File: src/stage_seq_map.svh
/*
  Constants of the multistage speed sequencer: mode codes, reset values,
  stage count and time base counts.
  Assumes inclusion by bare name; no other dependencies.
*/
`ifndef STAGE_SEQ_MAP_SVH
`define STAGE_SEQ_MAP_SVH

// Cycle modes
`define CYC_STOP_ONE 2'h0
`define CYC_HOLD_LAST 2'h1
`define CYC_LIMITED 2'h2
`define CYC_FOREVER 2'h3
// Start modes
`define START_FIRST 2'h0
`define START_STAGE 2'h1
`define START_STAGE_FREQ 2'h2
// Stage layout
`define STAGE_COUNT 16
`define LAST_STAGE 4'hF
`define COUNT_RESET 16'h0001
// Time base: one tenth of a second at 100 MHz
`define CLK_HZ 100000000
`define TENTH_S_DIV 10
`define TICK_CYCLES (`CLK_HZ / `TENTH_S_DIV)
`define MIN_PER_S 60

`endif

File: src/stage_seq_pkg.sv
/*
  Types of the multistage speed sequencer.
  Assumes nothing beyond a SystemVerilog compiler.
*/
package stage_seq_pkg;
  typedef enum logic [1:0] {
    st_idle = 2'h0,
    st_run = 2'h1,
    st_hold = 2'h2
  } seq_state_e;
endpackage

File: src/stage_seq.sv
/*
  Multistage speed sequencer: steps through 16 stages by time or terminal,
  applies the cycle mode, counts passes, keeps progress over power loss.
  Stage times are tenths of the selected unit and the time base restarts
  at every stage change, so a stage never runs short; a time of zero
  passes the stage in one clock.
  A stop records stage and frequency unless a power failure with retention
  off lands in the same clock and clears them; a power failure records
  them only while running with retention on, and clears them while retention is off.
  Assumes settings are stable levels from the parameter store and that
  step and power-fail inputs arrive asynchronously from terminals, while
  run_cmd comes from logic on this clock and is taken without synchroniser.
*/
// Behaviour
// - Cycle mode picks end-of-sequence behaviour
// - Stepping is automatic or by terminal
// - Power loss may keep stage and frequency
// - Start from first, saved stage, or frequency
// - Limited mode ends after programmed pass count
// - Stage time counted in seconds or minutes
// - Auto step when stage time expires
`timescale 1ns/1ns
`include "stage_seq_map.svh"

module stage_seq #(
  parameter int unsigned TICK_CYCLES = `TICK_CYCLES
) (
  input wire logic clk, // 100 MHz system clock
  input wire logic resetn, // Synchronous reset, active low
  input wire logic [1:0] cycle_mode, // End-of-sequence mode
  input wire logic manual_step, // 0 automatic, 1 terminal stepping
  input wire logic retain, // Keep progress over power loss
  input wire logic [1:0] start_mode, // Resume choice on start
  input wire logic [15:0] pass_limit, // Passes in limited mode
  input wire logic time_minutes, // Time unit select
  input wire logic [255:0] stage_time, // 16 x 16-bit tenths of unit
  input wire logic run_cmd, // Drive run command, level
  input wire logic step_pin, // Terminal step input, async
  input wire logic power_fail, // Power failure warning, async
  input wire logic [15:0] freq_in, // Present output frequency
  output logic [3:0] stage, // Active stage index
  output logic running, // Sequence active
  output logic stop_req, // Stop request to drive, level
  output logic done, // Sequence ended
  output logic [15:0] pass_count, // Completed passes
  output logic [3:0] saved_stage, // Stage stored at stop or loss
  output logic [15:0] saved_freq, // Frequency stored at stop or loss
  output logic resume_freq_valid // Apply saved frequency at resume
);
  stage_seq_pkg::seq_state_e state;
  stage_seq_pkg::seq_state_e next_state;
  logic [1:0] step_sync;
  logic [1:0] fail_sync;
  logic step_prev;
  logic fail_prev;
  logic run_prev;
  logic [15:0] elapsed;
  logic tick;
  logic [15:0] stage_len [0:`STAGE_COUNT-1];

  // Unpack stage time presets
  genvar gi;
  generate
    for (gi = 0; gi < `STAGE_COUNT; gi++) begin : g_len
      assign stage_len[gi] = stage_time[gi*16 +: 16];
    end
  endgenerate

  // Terminal and run command edges
  wire step_edge = step_sync[1] && !step_prev;
  wire fail_edge = fail_sync[1] && !fail_prev;
  wire start_edge = run_cmd && !run_prev;
  wire stop_edge = !run_cmd && run_prev;

  // Stage timing and advance; a saturated count still ends the longest stage
  wire in_run = (state == stage_seq_pkg::st_run);
  wire time_up = (elapsed >= stage_len[stage]) && (!tick || elapsed != 16'hFFFF);
  wire auto_adv = !manual_step && time_up && in_run;
  wire man_adv = manual_step && step_edge && in_run;
  wire advance = auto_adv || man_adv;
  wire last = (stage == `LAST_STAGE);
  wire pass_end = advance && last;

  // Time base restarts at each stage change so no stage starts mid-tenth
  wire tick_run = in_run && !manual_step && !advance;

  // Pass accounting and resume choice
  wire [15:0] passes_now = pass_count + 16'h0001;
  wire limit_hit = (passes_now >= pass_limit);
  wire resume = (start_mode != `START_FIRST);
  wire fresh = start_edge && !resume;

  // End-of-pass decision per cycle mode
  always_comb begin
    next_state = state;
    if (!run_cmd) begin
      next_state = stage_seq_pkg::st_idle;
    end else if (start_edge) begin
      next_state = stage_seq_pkg::st_run;
    end else if (pass_end) begin
      unique case (cycle_mode)
        `CYC_STOP_ONE: next_state = stage_seq_pkg::st_idle;
        `CYC_HOLD_LAST: next_state = stage_seq_pkg::st_hold;
        `CYC_LIMITED: next_state = limit_hit ? stage_seq_pkg::st_idle
                                             : stage_seq_pkg::st_run;
        `CYC_FOREVER: next_state = stage_seq_pkg::st_run;
      endcase
    end
  end

  tenth_tick #(
    .TICK_CYCLES(TICK_CYCLES)
  ) u_tick (
    .clk(clk),
    .resetn(resetn),
    .enable(tick_run),
    .minutes(time_minutes),
    .tick(tick)
  );

  // Input synchronisers and edge history
  always_ff @(posedge clk) begin
    if (!resetn) begin
      step_sync <= 2'h0;
      fail_sync <= 2'h0;
      step_prev <= 1'b0;
      fail_prev <= 1'b0;
    end else begin
      step_sync <= {step_sync[0], step_pin};
      fail_sync <= {fail_sync[0], power_fail};
      step_prev <= step_sync[1];
      fail_prev <= fail_sync[1];
    end
  end

  // Run command history; a level high out of reset counts as a start
  always_ff @(posedge clk) begin
    if (!resetn)
      run_prev <= 1'b0;
    else
      run_prev <= run_cmd;
  end

  // Sequencer state and stage index
  always_ff @(posedge clk) begin
    if (!resetn) begin
      state <= stage_seq_pkg::st_idle;
      stage <= 4'h0;
      elapsed <= 16'h0000;
    end else begin
      state <= next_state;
      if (start_edge) begin
        stage <= resume ? saved_stage : 4'h0;
        elapsed <= 16'h0000;
      end else if (advance && !(last && cycle_mode == `CYC_HOLD_LAST)) begin
        stage <= last ? 4'h0 : stage + 4'h1;
        elapsed <= 16'h0000;
      end else if (tick && elapsed != 16'hFFFF) begin
        elapsed <= elapsed + 16'h0001;
      end
    end
  end

  // Pass counter
  always_ff @(posedge clk) begin
    if (!resetn) begin
      pass_count <= 16'h0000;
    end else if (fresh) begin
      pass_count <= 16'h0000;
    end else if (pass_end && pass_count != 16'hFFFF) begin
      pass_count <= passes_now;
    end
  end

  // Running and end-of-sequence flags
  always_ff @(posedge clk) begin
    if (!resetn) begin
      running <= 1'b0;
      done <= 1'b0;
    end else begin
      running <= (next_state != stage_seq_pkg::st_idle);
      if (start_edge)
        done <= 1'b0;
      else if (pass_end && next_state != stage_seq_pkg::st_run)
        done <= 1'b1;
    end
  end

  // Stop request holds until the drive drops its run command
  always_ff @(posedge clk) begin
    if (!resetn) begin
      stop_req <= 1'b0;
    end else if (pass_end && next_state == stage_seq_pkg::st_idle && run_cmd) begin
      stop_req <= 1'b1;
    end else if (!run_cmd) begin
      stop_req <= 1'b0;
    end
  end

  // Saved progress: on stop, or on power loss while running with retention on
  always_ff @(posedge clk) begin
    if (!resetn) begin
      saved_stage <= 4'h0;
      saved_freq <= 16'h0000;
    end else begin
      if (fail_edge && running && retain) begin
        saved_stage <= stage;
        saved_freq <= freq_in;
      end else if (fail_edge && !retain) begin
        saved_stage <= 4'h0;
        saved_freq <= 16'h0000;
      end else if (stop_edge) begin
        saved_stage <= stage;
        saved_freq <= freq_in;
      end
    end
  end

  // Frequency resume flag, live from a mode-2 start until the first advance or run command drop
  always_ff @(posedge clk) begin
    if (!resetn) begin
      resume_freq_valid <= 1'b0;
    end else if (start_edge) begin
      resume_freq_valid <= (start_mode == `START_STAGE_FREQ);
    end else if (advance || !run_cmd) begin
      resume_freq_valid <= 1'b0;
    end
  end
endmodule // stage_seq

File: src/tenth_tick.sv
/*
  Tenth-of-unit tick generator: one-cycle pulse every tenth of a second
  or tenth of a minute while enabled.
  Assumes clk at 100 MHz and synchronous active-low reset.
*/
`timescale 1ns/1ns
`include "stage_seq_map.svh"

module tenth_tick #(
  parameter int unsigned TICK_CYCLES = `TICK_CYCLES
) (
  input wire logic clk, // System clock
  input wire logic resetn, // Synchronous reset, active low
  input wire logic enable, // Count only while high
  input wire logic minutes, // Time unit: 0 seconds, 1 minutes
  output logic tick // Pulse per tenth of unit
);
  logic [26:0] sub;
  logic [5:0] mult;
  wire sub_end = (sub == 27'(TICK_CYCLES - 1));
  wire mult_end = minutes ? (mult == 6'(`MIN_PER_S - 1)) : 1'b1;

  // Prescaler and minute multiplier
  always_ff @(posedge clk) begin
    if (!resetn || !enable) begin
      sub <= 27'h0000000;
      mult <= 6'h00;
      tick <= 1'b0;
    end else begin
      tick <= sub_end && mult_end;
      sub <= sub_end ? 27'h0000000 : sub + 27'h0000001;
      if (sub_end)
        mult <= mult_end ? 6'h00 : mult + 6'h01;
    end
  end
endmodule // tenth_tick

File: config.mk
export PLATFORM = sky130hd
export DESIGN_NAME = stage_seq
export DESIGN_NICKNAME = d
export VERILOG_FILES = /design/src/stage_seq_pkg.sv /design/src/stage_seq.sv /design/src/tenth_tick.sv
export VERILOG_INCLUDE_DIRS = /design/src
export SDC_FILE = /design/constraint.sdc
export NUM_CORES = 1
export LEC_CHECK = 0
export BUFFER_PORTS_ARGS = -buffer_cell sky130_fd_sc_hd__buf_4
export CAP_MARGIN = 20
export CORE_AREA = 2 2 132 134
export CTS_CLUSTER_DIAMETER = 150
export DETAILED_ROUTE_END_ITERATION = 16
export DIE_AREA = 0 0 134 136
export PLACE_DENSITY = 0.78
export REMOVE_ABC_BUFFERS = 1
export SETUP_SLACK_MARGIN = 0.4
export SLEW_MARGIN = 20
export SYNTH_ARGS = -nofsm -noshare
export SYNTH_HDL_FRONTEND = slang
export SYNTH_HIERARCHICAL = 1
export SYNTH_SLANG_ARGS = --single-unit
File: constraint.sdc
create_clock -name clk -period 5.8 [get_ports clk]
set_clock_uncertainty 0.1 [all_clocks]
set_input_delay 0.29 -clock clk [delete_from_list [all_inputs] [get_ports clk]]
set_output_delay 0.29 -clock clk [all_outputs]
set_load 0.03 [all_outputs]
---- Word level (Yosys, flattened, before mapping) ----
Index checks and enable logic that the tools add are counted.
word-level totals
  flip-flop bits (word level) ............. 103
  output and inout bits ................... 44
  word-level logic and storage cells ...... 115
cells by class
  add/sub/neg operators ................... 5
  $lt $le $gt $ge ......................... 3
  equality and inequality tests ........... 12
  muxes and demuxes ....................... 24
  bitwise logic cells ..................... 2
  reductions and logical operators ........ 51
operators by type and width
  cell                                              number
  two-way mux 16 bit                                5
  binary-select mux 16 bit (select 4 bit)           1
  adder 16 x 1 -> 16 bit (second input constant)    2
  >= comparator 16 bit                              2
  inequality test 16 bit (second input constant)    2
  two-way mux 4 bit                                 7
  adder 27 x 1 -> 27 bit (second input constant)    1
  == test 27 x 24 -> 1 bit (second input constant)  1
  logical AND 1 bit                                 24
  logical NOT 1 bit                                 12
  case mux 2 bit (4 select lines)                   1
  nonzero test 2 bit                                4
  adder 6 x 1 -> 6 bit (second input constant)      1
  == test 2 bit (second input constant)             3
  == test 6 bit (second input constant)             1
  two-way mux 1 bit                                 6
  two-way mux 2 bit                                 3
  two-way mux 6 bit                                 1
  OR reduction 2 bit                                3
  >= comparator 5 bit (second input constant)       1
  inverter 4 -> 5 bit                               1
  adder 4 x 1 -> 4 bit (second input constant)      1
  == test 2 x 1 -> 1 bit (second input constant)    2
  == test 4 bit (second input constant)             1
  other kinds (6)                                   11

---- Depth between registers and ports, before layout ----
  word-level depth ........................ 17
  mapped depth ............................ 16
  depth with buffers taken out ............ 12

---- Hierarchy ----
Netlist, hierarchy kept.
by module, submodules not included
  module      times used  cells each  area each (um^2)  seq. area each (um^2)
  stage_seq   1           601         5888.1            1381.3
  tenth_tick  1           206         1769.2            680.7

---- Least setup slack after synthesis ----
OpenSTA, ideal clock, no wires.
  kind .................................... register to register
  start point ............................. reg stage[0]
  end point ............................... reg u_tick.sub[3]
  arrival ................................. 4347 ps
  data required time ...................... 5583 ps
  path slack .............................. 1236 ps
  cell stages (with the launch flop) ...... 17
  path buffers ............................ 4
  cells stage by stage .................... dfxtp_1 clkbuf_1 buf_2 buf_2 mux4_2 mux4_2 inv_1 ha_1 nand4_1 or3_1 o41ai_2 o31a_1 nor3_1 nand2_2 a21o_1 buf_2 nor2_1
between the ends
  longest elaborated chain between the ends .. 14
RTL lines
  what                                                   RTL line          text
  from (decl)                                            stage_seq.sv:41   output logic [3:0] stage,
  from (signal assigned)                                 stage_seq.sv:153  stage <= resume ? saved_stage : 4'h0;
  from (signal assigned)                                 stage_seq.sv:156  stage <= last ? 4'h0 : stage + 4'h1;
  inverter 4 -> 5 bit (not written as such)              stage_seq.sv:77   wire time_up = (elapsed >= stage_len[stage]) && (!tick || elapsed != 16'hFFFF);
  binary-select mux 16 bit (select 4 bit)                stage_seq.sv:77
  two-way mux 16 bit (not written as such) (2 in a row)  stage_seq.sv:77
  >= comparator 16 bit                                   stage_seq.sv:77
  logical AND 1 bit                                      stage_seq.sv:77
  logical AND 1 bit (2 in a row)                         stage_seq.sv:78   wire auto_adv = !manual_step && time_up && in_run;
  logical OR 1 bit                                       stage_seq.sv:80   wire advance = auto_adv || man_adv;
  logical NOT 1 bit                                      stage_seq.sv:85   wire tick_run = in_run && !manual_step && !advance;
  logical AND 1 bit                                      stage_seq.sv:85
  via tick_run                                           stage_seq.sv:85
  logical NOT 1 bit                                      tenth_tick.sv:25  if (!resetn || !enable) begin
  logical OR 1 bit                                       tenth_tick.sv:25
  OR reduction 2 bit (no line)                           --
  to (signal assigned)                                   tenth_tick.sv:31  sub <= sub_end ? 27'h0000000 : sub + 27'h0000001;
  to (decl)                                              tenth_tick.sv:18  logic [26:0] sub;
The timed path passes the listed nets, and every way through them passes these cells. The select of a mux whose other input is x is not followed.
A chain may end at the register's enable or synchronous reset.

---- Worst setup path in the final report ----
  start point ............................. reg stage[0]
  end point ............................... reg u_tick.sub[12]
The elaborated chain is that of the path after synthesis.

==> reports/summary.txt <==
CP cell instances: buf_12 -> mux4_2 -> mux4_2 -> inv_1 -> ha_1 -> nand4_1 -> or3_1 -> o41ai_2 -> o31a_1 -> nor3_1 -> nand2_2 -> a21o_1 -> buf_4 -> nor2_1
f_max: 0.2061 GHz
most common cell after layout, fill and taps aside: buf_4
Avg Inst Size Synth: 9.489 um^2
crit path kind: reg -> reg
gr usage total: 28.66%
Critical Path Max Stage Delay: 0.84 ns
Post-synth ARST share: 0%
Crit path max-delay family: compound AO/OA/AOI/OAI gates
Hold Slack: 0.06807 ns
RSZ-0062 raised after global routing: false
Critical-path top delay cell: dfxtp_4
Req. time, crit path: 5.93 ns
Overall Power: 1.666 mW
pin count of the biggest net entering global routing: 46
outcome: complete, no violations
post-synthesis cell type count: 71
final setup fails: 0
final hold vios: 0
Core Box Area: 16880 um^2
Post-CTS Hold Buffers: 0
initial antenna violation count: 1
Startpoint Class: flop
Synth Flop Type: dfxtp_1
NumNets Final: 1456
max cap viols: 0
# Post-CTS Setup Buffers: 0
Synth Register Bits: 103
Setup TNS: 0 ns
number of flops mapped to enable cells by yosys: 0
maximum VDD drop: 0.0001419 V
vias in the first global route: 7638
Layout fillers: 1478
Crit Reg-Reg Startpoint: stage[0]$_SDFFE_PN0P_
hold path start: step_pin
Leakage: 4.292 nW
Routed wire per std cell: 19.41 um
row count: 48
Die Area: 18220 um^2
CTS tree: done
DIE HEIGHT: 136 um
register area: 2067 um^2
post_cts resized: 0
pin slew with the least headroom to its limit: 0.8509 ns
Hold WC Path Type: in -> reg
Pre-antenna DRT Iters: 5
clock period minus worst slack: 4.853 ns
DR DRC count: 0
initial core utilization: 45.37%
GP Congestion: 0.9291
cts bufs inserted: 9
Vias: 7827
clk_lat worst skew: 0.35 ns
most frequent cells in the layout: buf_4, dfxtp_1, mux4_2
beginning of the critical path: stage[0]$_SDFFE_PN0P_
Rel. slew slack: 43.20%
worst-path fanout max: 41
Routed Wire Length: 26200 um
Cell Pwr Density: 155.8 nW/um^2
Die X: 134 um
Syn. warnings: 6
hpwl dp: 21320 um
Ports: 344
initial DRC count: 594
DR vias/cell: 5.798
Final WS setup: 0.9472 ns
Tcrit/Tclk final: 83.67%
Netlist Area Pre-Place: 7657 um^2
Post-Layout Cell Count: 1350
H-tree depth: 3
cell count after synthesis: 807
Multi-input gate area: 5190 um^2
Inst Count DP: 1333
area delta synth->final: 39.69%
root buf cell: clkbuf_16
Seq/Total Area, Yosys: 26.93%
GRT Residual Overflow: 0
fin. max-slew vios: 0
buffers and inverters on the worst path: 3
first-pass GRT wire length: 40530 um
CTS max path bufs: 2
total clock sinks: 103
proportion of layout cells with a drive suffix above 1: 41.64%
Critical Path End Type: flop
ANT nets after route: 0
worst path arrival time: 4.98 ns
worst slack at placement: 0.8650 ns
I/O Buffers: 343
CTS clk-pin slew, worst paths: 0.07 ns
Critical Path Most Common Cell: mux4_2
synth_stat cells, types with 5 or more instances:
library cell	instances	area, um^2
a21oi_1	70	350.3
and2_1	12	75.07
and3_1	10	62.56
and4_1	5	43.79
buf_2	10	50.05
clkbuf_1	34	127.6
dfxtp_1	103	2062
ha_1	37	462.9
inv_1	49	183.9
mux4_2	80	1802
nand2_1	59	221.5
nand3_1	47	235.2
nand4_1	33	206.5
nor2_1	50	187.7
nor3_1	8	40.04
nor4_1	6	37.54
o211ai_1	7	52.55
o21ai_0	19	95.09
o31ai_1	22	165.2
or3_1	7	43.79
or4_1	20	150.1
xnor2_1	20	175.2
xor2_1	18	157.7
final cells by class:
class	instances	share of cell area, %
antenna	1	0.02339
clock buffer	11	2.269
clock inverter	5	0.5381
inverter	50	1.755
multi-input combinational	603	48.52
sequential	103	19.32
tap	225	2.632
timing repair buffer	352	24.94
power breakdown:
group | internal, mW | switching, mW
Sequential | 0.716 | 0.00927
Clock | 0.347 | 0.269
Combinational | 0.205 | 0.120
Total | 1.27 | 0.398
cell families after synthesis:
logic type	count (synthesis)	share of synthesized area, %
mux	82	23.79
compound gates	157	12.97
buf+inv	101	5.458
xor+xnor	38	4.346
flops	103	26.93
fa+ha+maj	37	6.046
simple gates	289	20.46
routing by layer:
metal  part of all wire [%]  vias to the layer above  routed length, um  track usage (%)
li1                       -                     3724                  -                -
met3                    6.5                       54               1698            6.823
met4                    3.2                        0                834            10.17
met5                      0                        -                  0                0
met1                     39                     3757              10320            35.71
met2                     51                      292              13350            48.72
final timing paths:
path | endpoint | slack, ns | cells past startpoint
max | u_tick/sub[12]$_SDFF_PP0_ | 0.95 | 14
max reg2reg | u_tick/sub[12]$_SDFF_PP0_ | 0.95 | 14
min reg2reg | step_sync[1]$_SDFF_PN0_ | 0.34 | 1
min | step_sync[0]$_SDFF_PN0_ | 0.07 | 2
worst register-to-register path, cell delays in order (launching register included):
cell and delay, ns:
dfxtp_4 0.84, buf_12 0.34, mux4_2 0.54, mux4_2 0.46
inv_1 0.07, ha_1 0.13, nand4_1 0.13, or3_1 0.45
o41ai_2 0.51, o31a_1 0.40, nor3_1 0.11, nand2_2 0.18
a21o_1 0.11, buf_4 0.27, nor2_1 0.09
registers in the layout, summed over array words and instances, names as in the netlist:
register           flops
u_tick/tick            1
fail_prev              1
step_prev              1
stage                  4
stop_req               1
step_sync              2
done                   1
fail_sync              2
running                1
u_tick/sub            27
u_tick/mult            6
elapsed               16
saved_stage            4
resume_freq_valid      1
saved_freq            16
run_prev               1
state                  2
pass_count            16
through the flow:
| step | utilization [%] | area, um^2 |
|---|---|---|
| after floorplan | - | 7427 |
| after global placement | 61.57 | 10390 |
| after detailed placement | 61.57 | 10390 |
| after CTS | 63.35 | 10690 |
| after global routing | 63.38 | 10700 |
| final | 63.38 | 10700 |
Power figures use the tool's default switching activity.
